--- config.mk ---
export PLATFORM = sky130hd
export DESIGN_NAME = add_bus_pin_sharing
export DESIGN_NICKNAME = d
export VERILOG_FILES = /design/src/inc/add_bus_pkg.sv /design/src/sample_fifo.sv /design/src/add_bus_pin_sharing.sv
export SDC_FILE = /design/constraint.sdc
export NUM_CORES = 1
export LEC_CHECK = 0
export ABC_AREA = 0
export BUFFER_PORTS_ARGS = -buffer_cell sky130_fd_sc_hd__buf_2
export CELL_PAD_IN_SITES_DETAIL_PLACEMENT = 1
export CELL_PAD_IN_SITES_GLOBAL_PLACEMENT = 1
export CORE_MARGIN = 5
export CORE_UTILIZATION = 40
export CTS_CLUSTER_DIAMETER = 30
export DETAILED_ROUTE_END_ITERATION = 7
export GPL_TIMING_DRIVEN = 0
export PLACE_DENSITY = 0.85
export SYNTH_ARGS = -nofsm -noshare
export SYNTH_HDL_FRONTEND = slang
export SYNTH_SLANG_ARGS = --single-unit
--- constraint.sdc ---
create_clock -name clk_sys -period 3.2 [get_ports clk_sys]
set_input_delay 0.48 -clock clk_sys [delete_from_list [all_inputs] [get_ports clk_sys]]
set_output_delay 0.48 -clock clk_sys [all_outputs]
set_load 0.02 [all_outputs]
--- src/inc/add_bus_pkg.sv ---
package add_bus_pkg;
    localparam int unsigned ADR_W = 16;
    localparam int unsigned DAT_W = 32;
    localparam int unsigned SEL_W = 4;
    // Register byte addresses
    localparam logic [15:0] LINE_DRIVE_ADDR = 16'h1F80;
    localparam logic [15:0] CTRL_ADDR = 16'h1F84;
    localparam logic [15:0] STATUS_ADDR = 16'h1F88;
    // Line drive register
    localparam int unsigned DRIVE_W = 8;
    localparam logic [7:0] DRIVE_RESET = 8'h00;
    localparam int unsigned GPO_A_BIT = 1;
    localparam int unsigned GPO_B_BIT = 5;
    // Control register
    localparam int unsigned CTRL_W = 9;
    localparam logic [8:0] CTRL_RESET = 9'h000;
    localparam int unsigned CH0_BUS_EN_BIT = 0;
    localparam int unsigned CH_FIELD_BASE = 1;
    localparam int unsigned CH_FIELD_W = 4;
    localparam int unsigned BUS_EN_OFS = 0;
    localparam int unsigned FRAMER_EN_OFS = 1;
    localparam int unsigned DUAL_RAIL_OFS = 2;
    localparam int unsigned INGRESS_OFS = 3;
    // Status register
    localparam int unsigned SLOTS = 3;
    localparam int unsigned OVERFLOW_BIT = 6;
    localparam int unsigned STATUS_W = 7;
    // Shared alarm pins (channels 2 and 3)
    localparam int unsigned NCH = 2;
    // Channel 0 add data path
    localparam int unsigned SAMPLE_W = 2;
    localparam int unsigned FIFO_DEPTH = 8;

    typedef enum logic [1:0] {
        BUS_IDLE = 2'b01,
        BUS_ACK = 2'b10
    } busState_t;

    typedef enum logic [3:0] {
        SEL_NONE = 4'b0001,
        SEL_DRIVE = 4'b0010,
        SEL_CTRL = 4'b0100,
        SEL_STATUS = 4'b1000
    } regSel_t;
endpackage

--- src/sample_fifo.sv ---
`timescale 1ns/1ps
module sample_fifo #(
    parameter int unsigned WIDTH = 2,
    parameter int unsigned DEPTH = 8
) (
    input wire logic clk_sys,
    input wire logic rst_n,
    input wire logic inValid,
    output logic inReady,
    input wire logic [WIDTH-1:0] inData,
    output logic outValid,
    input wire logic outReady,
    output logic [WIDTH-1:0] outData
);
    localparam int unsigned AW = $clog2(DEPTH);

    logic [WIDTH-1:0] mem [DEPTH];
    logic [AW-1:0] wrPtr, rdPtr, next_wrPtr, next_rdPtr;
    logic [AW:0] count, next_count;
    logic next_outValid;
    logic [WIDTH-1:0] next_outData;
    logic push, pop;

    always_comb begin
        // Output stage is one word ahead of the array
        push = inValid && (count < (AW+1)'(DEPTH));
        pop = (count != '0) && (!outValid || outReady);
        next_wrPtr = push ? ((wrPtr == AW'(DEPTH-1)) ? '0 : wrPtr + 1'b1) : wrPtr;
        next_rdPtr = pop ? ((rdPtr == AW'(DEPTH-1)) ? '0 : rdPtr + 1'b1) : rdPtr;
        next_count = count + (AW+1)'(push) - (AW+1)'(pop);
        next_outValid = pop ? 1'b1 : (outReady ? 1'b0 : outValid);
        next_outData = pop ? mem[rdPtr] : outData;
    end

    always_ff @(posedge clk_sys or negedge rst_n) begin
        if (!rst_n) begin
            wrPtr <= '0;
            rdPtr <= '0;
            count <= '0;
            outValid <= 1'b0;
            outData <= '0;
            inReady <= 1'b0;
        end else begin
            wrPtr <= next_wrPtr;
            rdPtr <= next_rdPtr;
            count <= next_count;
            outValid <= next_outValid;
            outData <= next_outData;
            inReady <= (next_count < (AW+1)'(DEPTH));
        end
    end

    // Array has no reset; only read after a write
    always_ff @(posedge clk_sys) begin
        if (push) begin
            mem[wrPtr] <= inData;
        end
    end
endmodule // sample_fifo

--- src/add_bus_pin_sharing.sv ---
// Local design decision: the Wishbone slave port.
`timescale 1ns/1ps
// Overview of operation
// RULE1: Each shared alarm pin acts as the path alarm input only while its channel's add bus is enabled.
// RULE2: Upstream logic pulses the alarm pin high in the same slot as an STS-1 carrying AIS-P.
// RULE3: An alarm seen in a slot declares AIS-P for that STS-1 with no software involvement.
// RULE4: With the add bus off and the framer on, the pin feeds the framer as LCV or negative rail.
// RULE5: Single-rail with ingress framing treats the pin as the line code violation input.
// RULE6: Dual-rail with ingress framing treats the pin as the negative rail data input.
// RULE7: The line input is ignored whenever framing is not placed in the ingress path.
// RULE8: With channel 0's add bus on, data bits are latched at the falling edge of its clock.
// RULE9: Data bit 0 carries the least significant bit of each transferred byte.
// RULE10: With channel 0's add bus off, data bit 0 is an output following drive register bit 1.
// RULE11: With channel 0's add bus off, data bit 1 is an output following drive register bit 5.
// RULE12: A repurposed pin never feeds add-bus data or alarm processing.
module add_bus_pin_sharing (
    input wire logic clk_sys,
    input wire logic rst_n,
    input wire logic cyc_i,
    input wire logic stb_i,
    input wire logic we_i,
    input wire logic [add_bus_pkg::ADR_W-1:0] adr_i,
    input wire logic [add_bus_pkg::SEL_W-1:0] sel_i,
    input wire logic [add_bus_pkg::DAT_W-1:0] dat_i,
    output logic [add_bus_pkg::DAT_W-1:0] dat_o,
    output logic ack_o,
    input wire logic pathAlarmInCh2,
    input wire logic pathAlarmInCh3,
    input wire logic addBusClockCh0,
    input wire logic addBusDataBit0In,
    output logic addBusDataBit0Out,
    output logic addBusDataBit0Oe,
    input wire logic addBusDataBit1In,
    output logic addBusDataBit1Out,
    output logic addBusDataBit1Oe,
    output logic lineCodeViolationInCh2,
    output logic lineCodeViolationInCh3,
    output logic negativeRailInCh2,
    output logic negativeRailInCh3,
    output logic [add_bus_pkg::SLOTS-1:0] aisDeclaredCh2,
    output logic [add_bus_pkg::SLOTS-1:0] aisDeclaredCh3,
    output logic addDataValid,
    input wire logic addDataReady,
    output logic [add_bus_pkg::SAMPLE_W-1:0] addData
);
    import add_bus_pkg::*;

    function automatic regSel_t decodeAddr(input logic [ADR_W-1:0] a);
        if (a == LINE_DRIVE_ADDR) begin
            return SEL_DRIVE;
        end else if (a == CTRL_ADDR) begin
            return SEL_CTRL;
        end else if (a == STATUS_ADDR) begin
            return SEL_STATUS;
        end else begin
            return SEL_NONE;
        end
    endfunction

    // Register bus
    busState_t busState, next_busState;
    logic [DRIVE_W-1:0] lineDriveControlCh0, next_lineDriveControlCh0;
    logic [CTRL_W-1:0] ctrl, next_ctrl;
    logic overflow, next_overflow;
    logic [DAT_W-1:0] next_dat_o;
    logic next_ack_o;
    regSel_t sel;
    logic wrStrobe;

    // Channel 0 add data path
    logic prevClk, next_prevClk;
    logic sampleValid, next_sampleValid;
    logic [SAMPLE_W-1:0] sampleData, next_sampleData;
    logic ch0BusEn;
    logic fifoInReady;
    logic next_bit0Out, next_bit0Oe, next_bit1Out, next_bit1Oe;

    // Shared alarm pins
    logic [NCH-1:0] alarmPin;
    logic [NCH-1:0] lcv, neg;
    logic [SLOTS-1:0] ais [NCH];

    assign alarmPin = {pathAlarmInCh3, pathAlarmInCh2};
    assign ch0BusEn = ctrl[CH0_BUS_EN_BIT];

    always_comb begin
        sel = decodeAddr(adr_i);
        wrStrobe = (busState == BUS_IDLE) && cyc_i && stb_i && we_i;
        next_busState = busState;
        next_ack_o = 1'b0;
        next_dat_o = '0;
        next_lineDriveControlCh0 = lineDriveControlCh0;
        next_ctrl = ctrl;
        next_overflow = overflow;
        case (busState)
            BUS_IDLE: begin
                if (cyc_i && stb_i) begin
                    next_busState = BUS_ACK;
                    next_ack_o = 1'b1;
                    if (sel == SEL_DRIVE) begin
                        next_dat_o = DAT_W'(lineDriveControlCh0);
                    end else if (sel == SEL_CTRL) begin
                        next_dat_o = DAT_W'(ctrl);
                    end else if (sel == SEL_STATUS) begin
                        next_dat_o = DAT_W'({overflow, ais[1], ais[0]});
                    end
                end
            end
            BUS_ACK: begin
                // Ack lasts one cycle; the master drops its strobe next
                next_busState = BUS_IDLE;
            end
            default: begin
                next_busState = BUS_IDLE;
            end
        endcase
        if (wrStrobe && sel == SEL_DRIVE && sel_i[0]) begin
            next_lineDriveControlCh0 = dat_i[DRIVE_W-1:0];
        end
        if (wrStrobe && sel == SEL_CTRL) begin
            if (sel_i[0]) begin
                next_ctrl[7:0] = dat_i[7:0];
            end
            if (sel_i[1]) begin
                next_ctrl[CTRL_W-1:8] = dat_i[CTRL_W-1:8];
            end
        end
        if (wrStrobe && sel == SEL_STATUS && sel_i[0] && dat_i[OVERFLOW_BIT]) begin
            next_overflow = 1'b0;
        end
        // Set wins over a clear in the same cycle
        if (sampleValid && !fifoInReady) begin
            next_overflow = 1'b1;
        end
    end

    always_ff @(posedge clk_sys or negedge rst_n) begin
        if (!rst_n) begin
            busState <= BUS_IDLE;
            ack_o <= 1'b0;
            dat_o <= '0;
            lineDriveControlCh0 <= DRIVE_RESET;
            ctrl <= CTRL_RESET;
            overflow <= 1'b0;
        end else begin
            busState <= next_busState;
            ack_o <= next_ack_o;
            dat_o <= next_dat_o;
            lineDriveControlCh0 <= next_lineDriveControlCh0;
            ctrl <= next_ctrl;
            overflow <= next_overflow;
        end
    end

    always_comb begin
        next_prevClk = addBusClockCh0;
        next_sampleValid = 1'b0;
        next_sampleData = sampleData;
        // Falling edge seen as high then low on clk_sys samples
        if (ch0BusEn && prevClk && !addBusClockCh0) begin // see RULE8
            next_sampleValid = 1'b1;
            next_sampleData = {addBusDataBit1In, addBusDataBit0In}; // see RULE9
        end
        // Pins turn round only when the enable changes
        next_bit0Oe = !ch0BusEn; // see RULE12
        next_bit1Oe = !ch0BusEn; // see RULE12
        next_bit0Out = !ch0BusEn && lineDriveControlCh0[GPO_A_BIT]; // see RULE10
        next_bit1Out = !ch0BusEn && lineDriveControlCh0[GPO_B_BIT]; // see RULE11
    end

    always_ff @(posedge clk_sys or negedge rst_n) begin
        if (!rst_n) begin
            prevClk <= 1'b0;
            sampleValid <= 1'b0;
            sampleData <= '0;
            addBusDataBit0Out <= 1'b0;
            addBusDataBit0Oe <= 1'b0;
            addBusDataBit1Out <= 1'b0;
            addBusDataBit1Oe <= 1'b0;
        end else begin
            prevClk <= next_prevClk;
            sampleValid <= next_sampleValid;
            sampleData <= next_sampleData;
            addBusDataBit0Out <= next_bit0Out;
            addBusDataBit0Oe <= next_bit0Oe;
            addBusDataBit1Out <= next_bit1Out;
            addBusDataBit1Oe <= next_bit1Oe;
        end
    end

    // Pin source cannot stall; a full buffer drops the sample and flags it
    sample_fifo #(
        .WIDTH(SAMPLE_W),
        .DEPTH(FIFO_DEPTH)
    ) u_fifo (
        .clk_sys(clk_sys),
        .rst_n(rst_n),
        .inValid(sampleValid),
        .inReady(fifoInReady),
        .inData(sampleData),
        .outValid(addDataValid),
        .outReady(addDataReady),
        .outData(addData)
    );

    for (genvar i = 0; i < NCH; i++) begin : g_ch
        logic busEn, framerEn, dualRail, ingress;
        logic [1:0] slot, next_slot;
        logic [SLOTS-1:0] next_ais;
        logic next_lcv, next_neg;

        always_comb begin
            busEn = ctrl[CH_FIELD_BASE + i*CH_FIELD_W + BUS_EN_OFS];
            framerEn = ctrl[CH_FIELD_BASE + i*CH_FIELD_W + FRAMER_EN_OFS];
            dualRail = ctrl[CH_FIELD_BASE + i*CH_FIELD_W + DUAL_RAIL_OFS];
            ingress = ctrl[CH_FIELD_BASE + i*CH_FIELD_W + INGRESS_OFS];
            next_slot = '0;
            next_ais = '0; // see RULE12
            if (busEn) begin // see RULE1
                // One STS-1 slot per clk_sys cycle, three per STS-3 round
                next_slot = (slot == 2'(SLOTS-1)) ? '0 : slot + 1'b1;
                next_ais = ais[i];
                next_ais[slot] = alarmPin[i]; // see RULE3
            end
            // Framing outside the ingress path leaves the pin unused
            next_lcv = !busEn && framerEn && ingress && !dualRail && alarmPin[i]; // see RULE4
            next_neg = !busEn && framerEn && ingress && dualRail && alarmPin[i]; // see RULE6
        end

        always_ff @(posedge clk_sys or negedge rst_n) begin
            if (!rst_n) begin
                slot <= '0;
                ais[i] <= '0;
                lcv[i] <= 1'b0;
                neg[i] <= 1'b0;
            end else begin
                slot <= next_slot;
                ais[i] <= next_ais;
                lcv[i] <= next_lcv; // see RULE5
                neg[i] <= next_neg; // see RULE7
            end
        end
    end

    assign lineCodeViolationInCh2 = lcv[0];
    assign lineCodeViolationInCh3 = lcv[1];
    assign negativeRailInCh2 = neg[0];
    assign negativeRailInCh3 = neg[1];
    assign aisDeclaredCh2 = ais[0];
    assign aisDeclaredCh3 = ais[1];
endmodule // add_bus_pin_sharing

==> results of run 1 <==
[area by class of cell]
type / count / area, um^2 / share of cell area
Timing Repair Buffer: 66 / 333 / 0.0756
Tap cell: 108 / 135 / 0.0307
Sequential cell: 81 / 2110 / 0.479
Inverter: 18 / 67.6 / 0.0154
Multi-Input combinational cell: 182 / 1340 / 0.304
Clock inverter: 6 / 71.3 / 0.0162
Buffer: 27 / 199 / 0.0452
Clock buffer: 10 / 149 / 0.0338
[kinds of logic (layout without fill, tap and decap cells)]
kind of cell / count (synthesis) / after routing / synth area share
AOI/OAI and AO/OA: 35 / 35 / 0.0520
xor gates and xnor gates: 2 / 2 / 0.00483
adders and majority gates: 10 / 10 / 0.0365
buffers and inverters: 45 / 127 / 0.0734
DFF: 81 / 81 / 0.581
muxes: 32 / 32 / 0.118
other: 1 / 23 / 0.00103
and+or+nand+nor: 80 / 80 / 0.134
[critical path: stages, from the launching register on]
cell	delay [ps]
dfrtp_1	340
inv_1	60
ha_1	200
nor3b_1	150
a21oi_1	570
ha_1	320
inv_1	60
ha_1	270
a21o_1	160
a21oi_1	190
xor2_1	220
inv_1	70
[worst paths after layout]
| path | from | endpoint | slack, ps | cells past startpoint |
|---|---|---|---|---|
| worst min register to register | ctrl[3] | lineCodeViolationInCh2 | 520 | 1 |
| worst max register to register | u_fifo.count[2] | u_fifo.inReady | 490 | 11 |
| min in group clk_sys | addBusClockCh0 | prevClk | 230 | 1 |
| worst max-delay path | u_fifo.count[2] | u_fifo.inReady | 490 | 11 |
| worst min-delay path | rst_n | u_fifo.rdPtr[0] | 190 | 1 |
| max in group asynchronous | rst_n | aisDeclaredCh2[1] | 2450 | 1 |
[flip-flops by register name, indices dropped and copies added, names as in the netlist, 2 cells and up]
name / count
u_fifo.wrPtr: 3
sampleData: 2
lineDriveControlCh0: 8
u_fifo.mem: 16
u_fifo.outData: 2
g_ch.slot: 4
busState: 2
u_fifo.count: 4
ctrl: 9
u_fifo.rdPtr: 3
aisDeclaredCh3: 3
dat_o: 9
aisDeclaredCh2: 3
[per-stage QoR]
step	std cells	power, mW	area [um^2]	worst slack (ps)	hold slack (ps)
global route	498	2.65	4400	158	216
finish	498	2.48	4400	492	188
global placement	480	1.65	4170	242	485
floorplan	308	1.54	3710	557	184
CTS	497	2.53	4400	441	208
detailed placement	481	1.70	4180	356	496
[placed cells by master, fill, tap and decap left out, types with 5 or more instances in the layout]
cell type	instances
conb_1	23
nor2_1	14
buf_2	64
edfxtp_1	16
dfrtp_1	64
nand2b_1	7
o21ai_0	19
mux2i_1	7
clkbuf_8	9
nor3_1	5
buf_4	25
ha_1	9
mux2_4	8
mux2_1	5
inv_1	18
nor2b_1	7
mux2_2	8
nand2_1	19
a21oi_1	11
[report_power, final]
| group | switching (mW) | total [mW] | internal, mW |
|---|---|---|---|
| clock | 0.402 | 0.820 | 0.417 |
| combinational | 0.253 | 0.475 | 0.222 |
| sequential | 0.0579 | 1.19 | 1.13 |
| total | 0.713 | 2.48 | 1.77 |
[per-layer routing]
metal	vias to the layer above	GRT usage	wire length, um
li1	1146	-	-
met1	1191	0.173	3190
met2	72	0.276	4230
met3	10	0.0477	484
met4	0	0.0502	78
met5	-	0	0
==> results.sh, run 1 <==
export IMPL_status="finished clean"
export IMPL_via_count=2419
export IMPL_slew_headroom=0.427
export IMPL_yosysTopAreaCellShare=0.441
export IMPL_grt_overflow_total=0
export IMPL_synthTopCellsByCount="64 x dfrtp_1, 24 x buf_4, 19 x nand2_1, 19 x o21ai_0, 18 x inv_1"
export IMPL_rows=34
export IMPL_cts_resized_gates=0
export IMPL_min_period_over_period=0.846
export IMPL_max_freq_mhz=369
export IMPL_post_synth_cell_area_avg_um2=12.7
export IMPL_ant_nets=0
export IMPL_rsz0062_at_grt="no"
export IMPL_cts_sinks=81
export IMPL_synth_top_cell_by_area="dfrtp_1"
export IMPL_crit_type="reg -> reg"
export IMPL_skew_ps=14.5
export IMPL_totalWireLength_um=7990
export IMPL_post_drt_wl_per_cell_um=16.0
export IMPL_cp_max_fo=9
export IMPL_vdd_drop_max_uv=250
export IMPL_cts_tree="built"
export IMPL_io_pins=113
export IMPL_post_cts_buffers=0
export IMPL_ys_warn_count=0
export IMPL_utilization=0.502
export IMPL_io_buffer_count=64
export IMPL_yosysMostFrequentCell="dfrtp_1"
export IMPL_critPathCaptureType="flop"
export IMPL_hold_violations=0
export IMPL_vias_per_cell=4.86
export IMPL_drive_gt1_frac=0.341
export IMPL_drcViolationCount=0
export IMPL_numCtsBuffers=9
export IMPL_initial_utilization=0.414
export IMPL_first_pass_iters=4
export IMPL_coreArea_mm2=0.00876
export IMPL_pwr_density_cell_mw_per_mm2=564
export IMPL_worst_slew_pin_slew_ps=852
export IMPL_drv_cap=0
export IMPL_clock_latency_ps=360
export IMPL_gp_congestion=0.765
export IMPL_required_ps=3440
export IMPL_clockRootBuffer="clkbuf_8"
export IMPL_synthesis_instances=286
export IMPL_antenna_found_initial=0
export IMPL_clk_path_buf_depth=2
export IMPL_grt_pass1_wl_um=13500
export IMPL_synth_distinct_cells=43
export IMPL_ys_seq_area_frac=0.581
export IMPL_drv_slew=0
export IMPL_hold_class="in -> async"
export IMPL_synthToLayoutAreaGrowth_pct=21.2
export IMPL_cts_reportedPaths_clkPinSlew_ps=100
export IMPL_fill_cells=978
export IMPL_grt_usage=0.154
export IMPL_arrival_ps=2950
export IMPL_die_width_um=105
export IMPL_cellLeakagePower_nw=2.20
export IMPL_diodes=0
export IMPL_first_iter_violations=38
export IMPL_synthFlopType="dfrtp_1"
export IMPL_fp_dieArea_mm2=0.0111
export IMPL_grt_max_degree=66
export IMPL_finalSetupViolations=0
export IMPL_hpwl_um=5990
export IMPL_ys_ff_latch=81
export IMPL_async_flop_share=0.802
export IMPL_period_needed_ps=2710
export IMPL_grt_pass1_vias=2763
export IMPL_synth_area_mm2=0.00363
export IMPL_h_tree_depth=3
export IMPL_synth_area_top_cells="dfrtp_1 44%, edfxtp_1 13%, buf_4 5.0%, mux2_4 3.3%, ha_1 3.1%"
export IMPL_setup_tns_ps=0
export IMPL_cts_hold_buffers=0
export IMPL_synth_edf_count=16
export IMPL_dieHeight_um=105
export IMPL_startpoint_type="flop"
export IMPL_num_nets_final=458
Note: power is estimated with default switching activity, not from simulation.
==> inputs of run 2 (changes only) <==
Clock period 3.2 ns to 2.8 ns, I/O delays scaled along.
==> run 2 against run 1 <==
Net effect: clock skew about the same; critical path type unchanged; critical path depth is the same; combinational power rose by 15%; critical endpoint unchanged; flip-flop and latch count stayed put; largest cell class unchanged.
==> results.sh, run 2 (synthesis results as in run 1) <==
export IMPL_status="finished clean"
export IMPL_pwr_density_cell_mw_per_mm2=645
export IMPL_drv_cap=0
export IMPL_startpoint_type="flop"
export IMPL_first_pass_iters=4
export IMPL_reg2reg_to="u_fifo.inReady"
export IMPL_worst_path_largest_cell_delay_ps=350
export IMPL_whs_ps=128
export IMPL_drcViolationCount=0
export IMPL_io_buffer_count=64
export IMPL_numCtsBuffers=9
export IMPL_antenna_found_initial=0
export IMPL_vias_per_cell=4.88
export IMPL_grt_pass1_vias=2763
export IMPL_largest_reg_flops=16
export IMPL_final_cell_area_mm2=0.00440
export IMPL_synthToLayoutAreaGrowth_pct=21.3
export IMPL_dieHeight_um=105
export IMPL_rsz0062_at_grt="no"
export IMPL_rows=34
export IMPL_crit_type="reg -> reg"
export IMPL_finalSetupViolations=0
export IMPL_crit_chain="inv_1 -> ha_1 -> nor3b_1 -> a21oi_2 -> ha_1 -> inv_1 -> ha_1 -> a21o_1 -> a21oi_1 -> xor2_1 -> inv_1"
export IMPL_min_period_over_period=0.880
export IMPL_worstRegToRegCells=11
export IMPL_grt_overflow_total=0
export IMPL_worst_path_max_delay_cell="a21oi_2"
export IMPL_fin_cells=498
export IMPL_io_pins=113
export IMPL_arrival_ps=2710
export IMPL_grt_usage=0.154
export IMPL_vdd_drop_max_uv=286
export IMPL_totalWireLength_um=8020
export IMPL_worst_slew_pin_slew_ps=848
export IMPL_crit_family="adder cells"
export IMPL_cp_max_fo=9
export IMPL_slew_headroom=0.430
export IMPL_hold_violations=0
export IMPL_max_freq_mhz=406
export IMPL_initial_utilization=0.414
export IMPL_grt_pass1_wl_um=13500
export IMPL_total_power_mw=2.84
export IMPL_gp_congestion=0.765
export IMPL_regMostFlops="u_fifo.mem"
export IMPL_drive_gt1_frac=0.344
export IMPL_required_ps=3040
export IMPL_fp_dieArea_mm2=0.0111
export IMPL_die_width_um=105
export IMPL_r2r_start="u_fifo.count[2]"
export IMPL_drv_slew=0
export IMPL_ant_nets=0
export IMPL_via_count=2429
export IMPL_largestRegisters="u_fifo.mem x16, ctrl x9, dat_o x9"
export IMPL_period_needed_ps=2460
export IMPL_h_tree_depth=3
export IMPL_diodes=0
export IMPL_layout_common_cells="64 x dfrtp_1, 64 x buf_2, 25 x buf_4"
export IMPL_grt_max_degree=66
export IMPL_path_buf_inv=3
export IMPL_first_iter_violations=33
export IMPL_post_drt_wl_per_cell_um=16.1
export IMPL_clock_latency_ps=360
export IMPL_cellLeakagePower_nw=2.20
export IMPL_skew_ps=14.5
export IMPL_hold_class="in -> async"
export IMPL_cts_sinks=81
export IMPL_critPathCaptureType="flop"
export IMPL_cts_hold_buffers=0
export IMPL_coreArea_mm2=0.00876
export IMPL_r2r_slack_ps=340
export IMPL_cts_reportedPaths_clkPinSlew_ps=100
export IMPL_clk_path_buf_depth=2
export IMPL_clockRootBuffer="clkbuf_8"
export IMPL_num_nets_final=458
export IMPL_cts_tree="built"
export IMPL_hpwl_um=5990
export IMPL_place_area_mm2=0.00418
export IMPL_dp_cells=481
==> run 2: power breakdown <==
group,switching (mW),leakage [nW],internal (mW)
sequential,0.0667,0.998,1.29
combinational,0.291,1.09,0.255
clock,0.460,0.110,0.477
total,0.817,2.20,2.02
==> run 2: final cells by class <==
class,count,area (um^2)
buffer,27,199
clock buffer,10,149
clock inverter,6,71.3
fill,977,4360
inverter,18,67.6
multi-input combinational,182,1340
sequential,81,2110
tap,108,135
timing repair buffer,66,333
==> run 2: worst register-to-register path, stage by stage (launching register included) <==
cell	delay, ps
dfrtp_1	340
inv_1	60
ha_1	200
nor3b_1	160
a21oi_2	350
ha_1	280
inv_1	60
ha_1	270
a21o_1	160
a21oi_1	190
xor2_1	220
inv_1	70
==> run 2: routing by layer <==
layer / vias up / wire, um / part of all wire / global-route usage
met2: 73 / 4270 / 0.53 / 0.276
met4: 0 / 78 / 0.0097 / 0.0502
met3: 10 / 482 / 0.060 / 0.0477
met1: 1200 / 3190 / 0.40 / 0.173
met5: - / 0 / 0 / 0
li1: 1146 / - / - / -
==> run 2: repair_timing <==
item | 4_1_cts | 5_1_grt
gates resized for setup | 0 | 1
buffers inserted | 0 | 0
setup endpoints to repair | 0 | 4
==> run 2: worst max-delay path by stage <==
stage | startpoint | end | cells past startpoint
floorplan | adr_i[5] | lineDriveControlCh0[0] | 5
global placement | adr_i[1] | overflow | 5
detailed placement | adr_i[5] | dat_o[6] | 5
CTS | u_fifo.count[2] | u_fifo.inReady | 11
global route | u_fifo.count[2] | u_fifo.inReady | 11
finish | u_fifo.count[2] | u_fifo.inReady | 11
==> run 2: through the flow <==
stage	setup WS (ps)	utilization	TNS, ps
3_3_place_gp	-98.3	0.476	-98.3
2_1_floorplan	217	-	0
4_1_cts	40.7	0.502	0
3_5_place_dp	16.2	0.476	0
5_1_grt	61.1	0.503	0
6_report	337	0.503	0
